===== src/samux_consts.svh =====
// Purpose: constants for the sdram address multiplexer
// Assumes: 16-bit bus, 8-bit column mappings only
// Notes:   setting codes follow the selection fields
`ifndef SAMUX_CONSTS_SVH
`define SAMUX_CONSTS_SVH
`define SAMUX_BSZ_16      2'h2
`define SAMUX_ROW_11      2'h0
`define SAMUX_ROW_12      2'h1
`define SAMUX_COL_8       2'h0
`define SAMUX_PIN_W       18
`define SAMUX_LADDR_W     26
`define SAMUX_ROW_SHIFT   8
`define SAMUX_AP_PIN      11
`define SAMUX_BA2_PIN     12
`define SAMUX_BA2_BIT     20
`define SAMUX_A13_BIT     21
`define SAMUX_BA4_PIN0    13
`define SAMUX_BA4_PIN1    14
`define SAMUX_BA4_BIT0    21
`define SAMUX_BA4_BIT1    22
`define SAMUX_A12_BIT     12
`define SAMUX_PIN_RESET   18'h00000
`endif


===== src/samux_pkg.sv =====
// Purpose: types for the sdram address multiplexer
// Assumes: constants header holds all figures
// Notes:   none
`include "samux_consts.svh"
package samux_pkg;
  typedef enum logic [1:0] {
    SAMUX_IDLE,
    SAMUX_ROW,
    SAMUX_COL
  } samux_phase_t;
  typedef struct packed {
    logic [1:0] bus_width_sel;
    logic [1:0] row_width_sel;
    logic [1:0] col_width_sel;
  } samux_cfg_t;
  typedef struct packed {
    logic                        autoprecharge;
    logic [`SAMUX_LADDR_W-1:0]   laddr;
  } samux_req_t;
endpackage : samux_pkg


===== src/samux_sync.sv =====
// Purpose: two-stage synchroniser for pin-borne levels
// Assumes: single clock domain
// Notes:   first stage read only by the second
`timescale 1ns/100ps
module samux_sync #(
  parameter int W = 1
) (
  input  wire logic         clk_sys_i,
  input  wire logic         rstn_i,
  input  wire logic [W-1:0] d_i,
  output logic      [W-1:0] q_o
);
  logic [W-1:0] meta;
  logic [W-1:0] next_meta;
  logic [W-1:0] next_q;
  always_comb begin
    next_meta = d_i;
    next_q    = meta;
  end
  always_ff @(posedge clk_sys_i or negedge rstn_i) begin
    if (!rstn_i) begin
      meta <= '0;
      q_o  <= '0;
    end else begin
      meta <= next_meta;
      q_o  <= next_q;
    end
  end
endmodule : samux_sync


===== src/samux_top.sv =====
// Behaviour
// - 16-bit, 11-row, 8-col: row phase drives logical bits 8..25 on A0..A17.
// - 11-row 8-col: bank select bit 20 on A12; A13 column carries bit 21.
// - 12-row 8-col: bits 21,22 bank on A13,A14; A12 column carries bit 12.
// - column phase drives A11 with the command bit, not an address bit.
// - bank bits identical on same pins in row and column phases.
//
// Purpose: sdram address multiplexer, 16-bit bus, 8-bit columns
// Assumes: request and phase strobes come from same-clock controller logic
// Notes:   configuration selects are pins, synchronised; others map to zero
`timescale 1ns/100ps
module samux_top
  import samux_pkg::*;
(
  input  wire logic                        clk_sys_i,
  input  wire logic                        rstn_i,
  input  wire logic [1:0]                  area_bus_width_sel_i,
  input  wire logic [1:0]                  area_row_width_sel_i,
  input  wire logic [1:0]                  area_col_width_sel_i,
  input  wire logic                        row_phase_i,
  input  wire logic                        col_phase_i,
  input  wire samux_req_t                  req_i,
  output logic      [`SAMUX_PIN_W-1:0]     sdram_addr_o,
  output logic                             row_valid_o,
  output logic                             col_valid_o,
  output logic                             cfg_supported_o
);
  samux_cfg_t                   cfg;
  samux_phase_t                 next_phase;
  logic      [`SAMUX_PIN_W-1:0] next_addr;
  wire logic [`SAMUX_PIN_W-1:0] row_map;
  wire logic [`SAMUX_PIN_W-1:0] col_map;
  logic                         next_row_valid;
  logic                         next_col_valid;
  logic                         next_supported;
  logic                         bus16;
  logic                         col8;
  logic                         is_row11;
  logic                         is_row12;

  // configuration pins synchronised
  samux_sync #(
    .W (6)
  ) u_cfg_sync (
    .clk_sys_i (clk_sys_i),
    .rstn_i    (rstn_i),
    .d_i       ({area_bus_width_sel_i, area_row_width_sel_i, area_col_width_sel_i}),
    .q_o       (cfg)
  );

  // configuration decode
  always_comb begin
    bus16          = (cfg.bus_width_sel == `SAMUX_BSZ_16);
    col8           = (cfg.col_width_sel == `SAMUX_COL_8);
    is_row11       = bus16 && col8 && (cfg.row_width_sel == `SAMUX_ROW_11);
    is_row12       = bus16 && col8 && (cfg.row_width_sel == `SAMUX_ROW_12);
    next_supported = is_row11 || is_row12;
  end

  // per-pin row and column sources
  for (genvar p = 0; p < `SAMUX_PIN_W; p++) begin : g_pin
    assign row_map[p] = req_i.laddr[p+`SAMUX_ROW_SHIFT];
    if (p == `SAMUX_AP_PIN) begin : g_cmd
      assign col_map[p] = req_i.autoprecharge;
    end else if (p == `SAMUX_BA2_PIN) begin : g_bank2
      assign col_map[p] = is_row11 ? req_i.laddr[`SAMUX_BA2_BIT] : req_i.laddr[`SAMUX_A12_BIT];
    end else if (p == `SAMUX_BA4_PIN0) begin : g_bank4_lo
      assign col_map[p] = is_row11 ? req_i.laddr[`SAMUX_A13_BIT] : req_i.laddr[`SAMUX_BA4_BIT0];
    end else if (p == `SAMUX_BA4_PIN1) begin : g_bank4_hi
      assign col_map[p] = is_row12 ? req_i.laddr[`SAMUX_BA4_BIT1] : req_i.laddr[p];
    end else begin : g_plain
      assign col_map[p] = req_i.laddr[p];
    end
  end

  // phase choice, row wins
  always_comb begin
    next_phase = SAMUX_IDLE;
    if (next_supported && row_phase_i) begin
      next_phase = SAMUX_ROW;
    end else if (next_supported && col_phase_i) begin
      next_phase = SAMUX_COL;
    end
  end

  // pin value and valid pulses
  always_comb begin
    next_addr      = sdram_addr_o;
    next_row_valid = 1'h0;
    next_col_valid = 1'h0;
    if (!next_supported) begin
      next_addr = `SAMUX_PIN_RESET;
    end else begin
      case (next_phase)
        SAMUX_ROW: begin
          next_addr      = row_map;
          next_row_valid = 1'h1;
        end
        SAMUX_COL: begin
          next_addr      = col_map;
          next_col_valid = 1'h1;
        end
        default: begin
          next_addr = sdram_addr_o;
        end
      endcase
    end
  end

  always_ff @(posedge clk_sys_i or negedge rstn_i) begin
    if (!rstn_i) begin
      sdram_addr_o    <= `SAMUX_PIN_RESET;
      row_valid_o     <= 1'h0;
      col_valid_o     <= 1'h0;
      cfg_supported_o <= 1'h0;
    end else begin
      sdram_addr_o    <= next_addr;
      row_valid_o     <= next_row_valid;
      col_valid_o     <= next_col_valid;
      cfg_supported_o <= next_supported;
    end
  end
endmodule : samux_top


===== config.mk =====
export PLATFORM = sky130hd
export DESIGN_NAME = samux_top
export DESIGN_NICKNAME = d
export VERILOG_FILES = /design/src/samux_pkg.sv /design/src/samux_sync.sv /design/src/samux_top.sv
export VERILOG_INCLUDE_DIRS = /design/src
export SDC_FILE = /design/constraint.sdc
export NUM_CORES = 1
export LEC_CHECK = 0
export BUFFER_PORTS_ARGS = -buffer_cell sky130_fd_sc_hd__buf_4
export CAP_MARGIN = 20
export CORE_MARGIN = 10
export CORE_UTILIZATION = 40
export DETAILED_ROUTE_END_ITERATION = 10
export PLACE_DENSITY = 0.72
export SLEW_MARGIN = 0
export SYNTH_ARGS = -nofsm -noshare
export SYNTH_HDL_FRONTEND = slang
export SYNTH_SLANG_ARGS = --single-unit

===== constraint.sdc =====
create_clock -name clk_sys_i -period 1.2 [get_ports clk_sys_i]
set_input_delay 0.18 -clock clk_sys_i [delete_from_list [all_inputs] [get_ports clk_sys_i]]
set_output_delay 0.18 -clock clk_sys_i [all_outputs]
set_load 0.005 [all_outputs]

==> results by group, run 1 <==
Synth
  • Post-synth cell types: 18
  • Top-area cell type share of the netlist area: 0.6140
  • Mapped cell area: 1345 µm²
  • Mean post-synth cell area: 11.12 µm²
  • Top-count cell post-synth: dfrtp_1
  • Ranking of synthesized cells by area: dfrtp_1 61%, mux2_2 13%, nand2_1 8.9%, a21oi_1 7.1%, o221a_2 1.7%
  • Yosys warns: 0
  • Register area share after synthesis: 0.6140
  • Syn Inst Count: about 120
  • Ys flop type: dfrtp_1
  • Fraction of registers with async set/reset: 1.000
  • EDFF count, synth: 0
  • Syn Nets: about 160
  • Synth cell count leaders: 33 x dfrtp_1, 32 x nand2_1, 19 x a21oi_1
  • #FFs+latches synth: 33
  • Yosys top cell by area: dfrtp_1

STA
  • Max Slew Vio Count: 0
  • Unrepaired setup endpoints after global routing: true
  • Final WS setup: -117.4 ps
  • Worst-Margin Slew: 485.3 ps
  • Max_slew headroom: 0.6745
  • Clock Skew: 9.712 ps
  • Setup violations, final: 20
  • Final Cycle Share: 1.098
  • FMAX: 759.1 MHz
  • Hold Vio Cnt, Final: 0
  • Period minus WS final: 1317 ps
  • Min Hold Slack: between 70 and 80 ps

Global route
  • Global-route usage over all layers: 0.1137
  • GR Overflow Total: 0
  • Initial antenna violation count: 0
  • First-pass GRT wire length: around 5.5 mm
  • Vias in the first global route: around 1,100
  • Largest net degree at the start of global routing: 34

Status
  • Failing checks: setup timing
  • Status: finished with violations

Critical path
  • Crit-path slowest cell: or4_4
  • Critical Path, Cell by Cell: nand2b_4 -> or4_4 -> buf_8 -> a21oi_1
  • Setup CP Type: register to register
  • Depth of the most critical reg-to-reg path: 4
  • Reg2reg setup slack: -120 ps
  • Reg2reg start: u_cfg_sync.q_o[4]
  • CP Max Fanout: 10
  • Levels on crit path: 4
  • CP Data Arrival Time: 1590 ps
  • Critical Path Max Stage Delay: ~460 ps
  • Worst R2R End: sdram_addr_o[1]
  • Crit path buf inv count: 1
  • Worst Path Required: 1470 ps
  • Crit end category: register
  • Critical Path Start Type: register
  • Top delay family on crit path: simple AND/OR/NAND/NOR gates

Min path
  • Hold depth: 3
  • Hold Path Origin: req_i[19]
  • Min-Delay Endpoint: sdram_addr_o[11]
  • Hold WC Path Type: input pin to register

Floorplanning
  • Width of the die: 77.99 µm
  • # rows: 20
  • Die Area: 6082 µm²
  • Initial Util: 0.4300
  • I/O Pins: 58
  • Chip height: 77.99 µm
  • CORE AREA: 3128 µm²

Place
  • Hpwl dp: 2.476 mm
  • Port buffer count: 57
  • Dpl cells: 217
  • DP Worst Slack: -126.2 ps
  • Final RePlAce weighted congestion: 0.7513

Detailed routing
  • Final WL: 3.432 mm
  • Drt first pass iters: 4
  • Post-DRT Antenna Nets: 0
  • Top Layer Used: met4
  • Met1 Wirelength: 1.414 mm
  • # DRC: 0
  • Met3 wire length: 332 µm
  • Drt first-iter violations: around 70
  • Via density: ~4.7
  • Vias: 1,084
  • Met2 routed WL: 1.614 mm
  • Average wire per standard cell: ~15 µm

CTS
  • Root Driver: clkbuf_4
  • CTS Buf Count: 5
  • CTS tree: built
  • Clk Latency, worst-skew pair: 340 ps
  • Clock transition at path regs: roughly 100 ps
  • Post-CTS Setup Repair Bufs: 0
  • Clk buf depth: 2
  • H-tree depth: 2
  • CTS sink cnt: 33

Final layout
  • Area Growth Syn to Fin: 48.56%
  • Reg area: about 830 µm²
  • Non-filler cells, final: 232
  • Area of the multi-input gates: 500.5 µm²
  • Share of cells above drive strength 1: 0.5160
  • Filler Cell Count: 259
  • Antenna diodes: 0
  • Nets: between 200 and 250

Power and ir drop
  • Pleak: ~0.0010 µW
  • VDD IR max: 0.7686 mV
  • Pwr Density: 1057 nW/µm²

Run
  • Max-capacitance violation count: 0
==> what timing repair did <==
action / CTS / global route
hold buffers: 7 / 0
gates resized for setup: 10 / 5
endpoints found under the setup margin: 20 / 20
endpoints found under the hold margin: 39 / 0
==> cell usage in the layout (no fill, tap or decap) <==
master	count
inv_2	1
o221a_2	2
clkinv_2	1
and3_1	1
clkbuf_4	5
inv_1	1
o22a_1	1
a21oi_1	10
dfrtp_1	33
buf_8	2
dlygate4sd3_1	7
clkbuf_8	2
clkinv_1	1
o21ai_0	1
mux2_2	15
buf_4	58
or4_4	1
nand2_1	32
nor2_1	4
nand2b_4	1
a21oi_2	9
==> per-stage QoR <==
stage | setup TNS [ps] | area [µm²] | total power [µW] | util
CTS | -1502 | 1976 | 2125 | 0.6316
global placement | -1701 | 1798 | 1398 | 0.5748
global route | -2915 | 1998 | 2221 | 0.6388
finish | -2021 | 1998 | 2113 | 0.6388
floorplan | -1197 | 1345 | 1266 | -
detailed placement | -2150 | 1798 | 1405 | 0.5748
==> worst max path at each step <==
stage	startpoint	to	slack, ps
floorplan	u_cfg_sync.q_o[4]	sdram_addr_o[13]	-100
global placement	u_cfg_sync.q_o[4]	sdram_addr_o[1]	-100
detailed placement	u_cfg_sync.q_o[4]	sdram_addr_o[1]	-130
CTS	u_cfg_sync.q_o[4]	sdram_addr_o[1]	-90
global route	u_cfg_sync.q_o[4]	sdram_addr_o[10]	-170
finish	u_cfg_sync.q_o[4]	sdram_addr_o[1]	-120
==> worst min-delay path, cell delays in order <==
cell	delay [ps]
buf_4	110
nand2_1	50
a21oi_1	50
==> power breakdown <==
part | switching (µW) | internal, µW | total, µW
registers | 10.6 | 1140 | 1150
logic | 114 | 151 | 264
clock network | 362 | 339 | 701
total | 486 | 1630 | 2110
==> flip-flops by register name, indices dropped and copies added (netlist names) <==
register and cells:
u_cfg_sync.q_o 6, u_cfg_sync.meta 6, col_valid_o 1, row_valid_o 1, cfg_supported_o 1, sdram_addr_o 18
==> cell type report <==
type,count,area share
Clock buffer,7,0.03256
Tap cell,44,0.02755
Timing Repair Buffer,67,0.2680
Inverter,3,0.005636
Clock inverter,1,0.002505
Sequential cell,33,0.4133
Multi-Input combinational cell,77,0.2505
==> metal layers <==
metal | vias to the layer above | GRT usage
met5 | - | 0
met4 | 0 | 0.05376
met3 | 7 | 0.05760
met2 | 45 | 0.1692
met1 | 498 | 0.1336
li1 | 534 | -
==> kinds of logic after synthesis <==
| kind of cell | Yosys count | share of synthesized area |
|---|---|---|
| AND/OR/NAND/NOR | 39 | 0.1154 |
| buffers and inverters | 11 | 0.04743 |
| flip-flops | 33 | 0.6140 |
| AO/OA/AOI/OAI | 23 | 0.09767 |
| multiplexers | 15 | 0.1256 |
No activity file was read; power rests on OpenSTA's default activity.
==> run 2, diff against run 1 <==
--- a/config.mk
+++ b/config.mk
@@ -12,6 +12,7 @@
 export CORE_UTILIZATION = 40
 export DETAILED_ROUTE_END_ITERATION = 10
 export PLACE_DENSITY = 0.72
+export RECOVER_POWER = 100
 export SLEW_MARGIN = 0
 export SYNTH_ARGS = -nofsm -noshare
 export SYNTH_HDL_FRONTEND = slang
==> run 2 against run 1 <==
The run still ends with setup timing left; die area stayed put; clock power is essentially flat; global-route usage unchanged; sequential share of layout area grew 0.68 points; register-to-register slack about the same; sequential power about the same; cell count unchanged; flip-flop and latch count did not move; clock skew shrank 1.8 ps; largest cell class unchanged.
==> results by group, run 2 (synthesized netlist as in run 1, its figures left out) <==
Status
  • Status: finished with violations
  • Failing checks: setup timing

Final layout
  • Most frequent cells in the layout: 33 x dfrtp_1, 32 x nand2_1, 30 x buf_4, 24 x clkbuf_4, 15 x mux2_2
  • Largest register FFs: 18 (unchanged)
  • Final Core Density: 0.6284 (-0.01040)
  • Filler Cell Count: 273 (+5.4%)
  • Share of cells above drive strength 1: 0.4734 (-0.04255)
  • Antenna diodes: 0 (unchanged)
  • Nets: 224 (unchanged)
  • Biggest regs: sdram_addr_o x18, u_cfg_sync.meta x6, u_cfg_sync.q_o x6
  • Area Growth Syn to Fin: 46.14%
  • Biggest register: sdram_addr_o
  • Most common cell after layout, fill and taps aside: dfrtp_1

STA
  • Max Slew Vio Count: 0 (unchanged)
  • Min Hold Slack: 82.81 ps (+4.146 ps)
  • Period minus WS final: 1318 ps (+1.048 ps)
  • Unrepaired setup endpoints after global routing: true
  • Final WS setup: -118.5 ps (-1.048 ps)
  • Clock Skew: 7.885 ps (-1.827 ps)
  • Setup violations, final: 20 (unchanged)
  • FMAX: 758.4 MHz (about the same)
  • Final Cycle Share: 1.099 (about the same)
  • Hold Vio Cnt, Final: 0 (unchanged)
  • Worst-Margin Slew: 772.3 ps (+287.0 ps)
  • Max_slew headroom: 0.4851 (-0.1893)

Detailed routing
  • Average wire per standard cell: 14.74 µm (-0.38%)
  • Drt first-iter violations: 61 (-15%)
  • Final WL: 3.419 mm (-0.38%)
  • Post-DRT Antenna Nets: 0 (unchanged)
  • Drt first pass iters: 4 (unchanged)
  • # DRC: 0 (unchanged)
  • Vias: 1,088 (+0.37%)
  • Via density: 4.690 (+0.37%)

Critical path
  • Setup CP Type: register to register
  • Crit end category: register
  • Critical Path Start Type: register
  • Crit path to: sdram_addr_o[1]
  • Top delay family on crit path: simple AND/OR/NAND/NOR gates
  • Depth of the most critical reg-to-reg path: 4 (unchanged)
  • Reg2reg start: u_cfg_sync.q_o[4]
  • Reg2reg setup slack: -120 ps (about the same)
  • Critical Path Max Stage Delay: 460 ps (about the same)
  • Worst Setup SP: u_cfg_sync.q_o[4]
  • Crit path buf inv count: 1 (unchanged)
  • Critical Path, Cell by Cell: nand2b_4 -> or4_4 -> buf_8 -> a21oi_1
  • Worst R2R End: sdram_addr_o[1]
  • Worst Path Required: 1470 ps (about the same)
  • Crit-path slowest cell: or4_4
  • CP Data Arrival Time: 1590 ps (about the same)
  • CP Max Fanout: 10 (unchanged)
  • Levels on crit path: 4 (unchanged)

Run
  • Max-capacitance violation count: 0 (unchanged)

Floorplanning
  • CORE AREA: 3128 µm² (unchanged)
  • # rows: 20 (unchanged)
  • I/O Pins: 58 (unchanged)
  • Chip height: 77.99 µm (unchanged)
  • Width of the die: 77.99 µm (unchanged)
  • Initial Util: 0.4300 (unchanged)
  • Die Area: 6082 µm² (unchanged)

CTS
  • Root Driver: clkbuf_4
  • H-tree depth: 2 (unchanged)
  • Clock transition at path regs: 100 ps (about the same)
  • Post-CTS Setup Repair Bufs: 0 (unchanged)
  • CTS Buf Count: 5 (unchanged)
  • CTS tree: built
  • CTS sink cnt: 33 (unchanged)
  • Clk buf depth: 2 (unchanged)
  • Clk Latency, worst-skew pair: 340 ps (about the same)

Place
  • DP Worst Slack: -126.2 ps (unchanged)
  • Final RePlAce weighted congestion: 0.7513 (unchanged)
  • Port buffer count: 57 (unchanged)
  • Hpwl dp: 2.476 mm (unchanged)

Global route
  • Largest net degree at the start of global routing: 34 (unchanged)
  • Initial antenna violation count: 0 (unchanged)
  • GR Overflow Total: 0 (unchanged)
  • Vias in the first global route: 1,127 (unchanged)
  • First-pass GRT wire length: 5.464 mm (unchanged)
  • Global-route usage over all layers: 0.1137 (unchanged)

Power and ir drop
  • VDD IR max: 0.7705 mV (+0.25%)
  • Pwr Density: 1071 nW/µm² (+1.3%)
  • Pleak: 0.0009642 µW (-4.3%)

Min path
  • Hold WC Path Type: input pin to register
[run 2: how the worst min path moves through the flow]
stage | startpoint | end | slack [ps] | cells after the start
6_report | req_i[19] | sdram_addr_o[11] | 80 | 3
5_1_grt | req_i[10] | sdram_addr_o[2] | 70 | 3
4_1_cts | req_i[25] | sdram_addr_o[17] | 70 | 3
3_5_place_dp | rstn_i | u_cfg_sync.meta[5] | 140 | 1
3_3_place_gp | rstn_i | u_cfg_sync.meta[5] | 130 | 1
2_1_floorplan | rstn_i | cfg_supported_o | -120 | 0
[run 2: per-layer routing]
metal	global-route usage	vias up	wire, µm
li1	-	533	-
met1	0.1336	503	1453
met3	0.05760	7	284
met2	0.1692	45	1615
met4	0.05376	0	65
met5	0	-	0
[run 2: stage by stage]
| step | instance area, µm² | cells | total power, µW | TNS, ps |
|---|---|---|---|---|
| 2_1_floorplan | 1345 | 121 | 1266 | -1197 |
| 3_3_place_gp | 1798 | 217 | 1398 | -1701 |
| 3_5_place_dp | 1798 | 217 | 1405 | -2150 |
| 4_1_cts | 1976 | 232 | 2125 | -1502 |
| 5_1_grt | 1966 | 232 | 2216 | -2915 |
| 6_report | 1966 | 232 | 2105 | -2058 |
[run 2: worst reg2reg max path, stage by stage, from the launching register on]
cell and delay [ps]:
dfrtp_1 380, nand2b_4 130, or4_4 460, buf_8 170
a21oi_1 110
[run 2: power breakdown]
part           internal [µW]  switching (µW)  total, µW
registers               1140            10.5       1150
clock network            339             359        698
logic                    146             113        259
[run 2: area by class of cell]
| class | count | area, µm² | area share |
|---|---|---|---|
| Clock buffer | 7 | 65.06 | 0.03310 |
| Clock inverter | 1 | 5.005 | 0.002546 |
| Inverter | 3 | 11.26 | 0.005729 |
| Multi-Input combinational cell | 77 | 500.5 | 0.2546 |
| Sequential cell | 33 | 825.8 | 0.4201 |
| Tap cell | 44 | 55.05 | 0.02801 |
| Timing Repair Buffer | 67 | 503.0 | 0.2559 |
[run 2: repair_timing]
item,CTS,global route
hold endpoints to repair,39,0
hold buffers,7,0
gates resized for setup,10,5
setup endpoints to repair,20,20
==> run 3, diff against run 2 <==
--- a/config.mk
+++ b/config.mk
@@ -8,7 +8,7 @@
 export LEC_CHECK = 0
 export BUFFER_PORTS_ARGS = -buffer_cell sky130_fd_sc_hd__buf_4
 export CAP_MARGIN = 20
-export CORE_MARGIN = 10
+export CORE_MARGIN = 1.5
 export CORE_UTILIZATION = 40
 export DETAILED_ROUTE_END_ITERATION = 10
 export PLACE_DENSITY = 0.72
==> run 3 against run 2 <==
Clock skew shrank 1.0 ps; the run still ends with setup timing left; register-to-register slack is essentially flat; utilization rose by 1.3 points; via count increased by 4.4%; cell count increased by 0.43%; non-clock buffer count is 1 higher; sequential share of layout area shrank 0.86 points; critical endpoint is now sdram_addr_o[10]; power decreased by 0.11%; clock-buffer cell count stayed put; largest cell class unchanged; cell area up 2.1%.
==> results by group, run 3 (synthesized netlist as in run 1, its figures left out) <==
Status
  • Status: finished with violations
  • Failing checks: setup timing

Critical path
  • Setup CP Type: register to register
  • CP Max Fanout: 5 (-5)
  • Crit end category: register
  • Critical Path Start Type: register
  • Worst Path Required: 1470 ps (about the same)
  • CP Data Arrival Time: 1580 ps (about the same)

STA
  • Unrepaired setup endpoints after global routing: true
  • Max Slew Vio Count: 0 (unchanged)
  • Worst-Margin Slew: 780.6 ps (+8.350 ps)
  • Setup TNS: -1793 ps (+264.3 ps)
  • Final WS setup: -110.1 ps (+8.334 ps)
  • Max_slew headroom: 0.4796 (-0.005566)
  • FMAX: 763.3 MHz (+0.64%)
  • Final Cycle Share: 1.092 (-0.006945)
  • Setup violations, final: 20 (unchanged)
  • Hold Vio Cnt, Final: 0 (unchanged)
  • Clock Skew: 6.861 ps (-1.024 ps)
  • Period minus WS final: 1310 ps (-8.334 ps)

Place
  • DP Worst Slack: -178.6 ps (-52.43 ps)
  • Hpwl dp: 2.046 mm (-17%)
  • Port buffer count: 57 (unchanged)
  • Dpl cells: 217 (unchanged)
  • Final RePlAce weighted congestion: 0.7561 (+0.64%)

Final layout
  • Non-filler cells, final: 233 (+0.43%)
  • Area Growth Syn to Fin: 49.21%
  • Biggest regs: sdram_addr_o x18, u_cfg_sync.meta x6, u_cfg_sync.q_o x6
  • Final Core Density: 0.6416 (+0.01320)
  • Most frequent cells in the layout: 33 x dfrtp_1, 32 x nand2_1, 30 x buf_4, 28 x clkbuf_4
  • Nets: 225 (+0.45%)
  • Largest register FFs: 18 (unchanged)
  • Antenna diodes: 0 (unchanged)
  • Biggest register: sdram_addr_o
  • Share of cells above drive strength 1: 0.5291 (+0.05570)
  • Most common cell after layout, fill and taps aside: dfrtp_1

Floorplanning
  • Initial Util: 0.4300 (unchanged)
  • # rows: 20 (unchanged)
  • Die Area: 3719 µm² (-39%)
  • Chip height: 60.99 µm (-22%)
  • I/O Pins: 58 (unchanged)
  • CORE AREA: 3128 µm² (unchanged)
  • Width of the die: 60.99 µm (-22%)

Global route
  • Global-route usage over all layers: 0.1819 (+0.06814)
  • First-pass GRT wire length: 4.733 mm (-13%)
  • GR Overflow Total: 0 (unchanged)
  • Initial antenna violation count: 0 (unchanged)
  • Largest net degree at the start of global routing: 34 (unchanged)
  • Vias in the first global route: 1,118 (-0.80%)

CTS
  • Clock transition at path regs: 100 ps (about the same)
  • Clk Latency, worst-skew pair: 330 ps (about the same)
  • H-tree depth: 2 (unchanged)
  • CTS sink cnt: 33 (unchanged)
  • Root Driver: clkbuf_4
  • Clk buf depth: 2 (unchanged)
  • CTS tree: built
  • CTS Buf Count: 5 (unchanged)

Min path
  • Hold WC Path Type: input pin to register

Detailed routing
  • Post-DRT Antenna Nets: 0 (unchanged)
  • Via density: 4.876 (+4.0%)
  • Average wire per standard cell: 13.24 µm (-10%)
  • # DRC: 0 (unchanged)
  • Drt first-iter violations: 32 (-48%)
  • Vias: 1,136 (+4.4%)
  • Drt first pass iters: 4 (unchanged)
  • Final WL: 3.084 mm (-9.8%)

Run
  • Max-capacitance violation count: 0 (unchanged)

Power and ir drop
  • Pwr Total: 2102 µW (-0.11%)
  • Pwr Density: 1048 nW/µm² (-2.2%)
  • Pleak: 0.0009804 µW (+1.7%)
  • VDD IR max: 0.7193 mV (-6.6%)
-- run 3: changes by cell type in the layout (fill, tap and decap cells not counted), sizes merged --
cell	change
buf	+1
-- run 3: worst paths after layout --
path                                 endpoint                from  depth (start not counted)  slack [ps]
max                          sdram_addr_o[10]   u_cfg_sync.q_o[4]                          4        -110
min                          sdram_addr_o[17]           req_i[25]                          3          80
max reg2reg                  sdram_addr_o[10]   u_cfg_sync.q_o[4]                          4        -110
min reg2reg                 u_cfg_sync.q_o[0]  u_cfg_sync.meta[0]                          0         360
max in group asynchronous   u_cfg_sync.q_o[0]              rstn_i                          2         260
min in group asynchronous  u_cfg_sync.meta[5]              rstn_i                          2         450
-- run 3: worst max-delay path, stage by stage, from the launching register on --
cell and delay (ps):
dfrtp_1 370, nand2b_4 130, or4_4 460, buf_6 170, a21oi_2 110
-- run 3: metal layers --
metal	wire length, µm	GRT usage	vias to the layer above
li1	-	-	541
met1	1169	0.1777	539
met2	1607	0.3318	47
met3	236	0.05330	9
met4	70	0.1149	0
met5	0	0	-
-- run 3: stage by stage --
| stage | hold WS, ps | instance area, µm² |
|---|---|---|
| after floorplan | -115.6 | 1345 |
| after CTS | 82.49 | 2007 |
| final | 81.51 | 2007 |
| after global routing | 79.44 | 2007 |
| after detailed placement | 137.6 | 1798 |
| after global placement | 134.9 | 1798 |
-- run 3: final cells by class --
class / count / area (µm²)
Clock buffer: 7 / 65.06
Sequential cell: 33 / 825.8
Timing Repair Buffer: 68 / 521.8
Clock inverter: 1 / 5.005
Inverter: 3 / 11.26
Fill cell: 279 / 1121
Multi-Input combinational cell: 77 / 523.0
Tap cell: 44 / 55.05
-- run 3: power by group --
group | internal [µW] | switching [µW] | leakage [µW] | total, µW
registers | 1140 | 11.5 | 0.000432 | 1150
clock network | 339 | 348 | 0.0000413 | 687
logic | 148 | 119 | 0.000507 | 267
total | 1620 | 478 | 0.000980 | 2100
-- run 3: timing repair --
| item | 4_1_cts | 5_1_grt |
|---|---|---|
| endpoints found under the hold margin | 39 | 0 |
| gates resized for setup | 16 | 5 |
| hold buffers | 7 | 0 |
| gates cloned | 1 | 0 |
| buffers inserted | 0 | 0 |
| pin swaps | 0 | 0 |
| setup endpoints to repair | 20 | 20 |
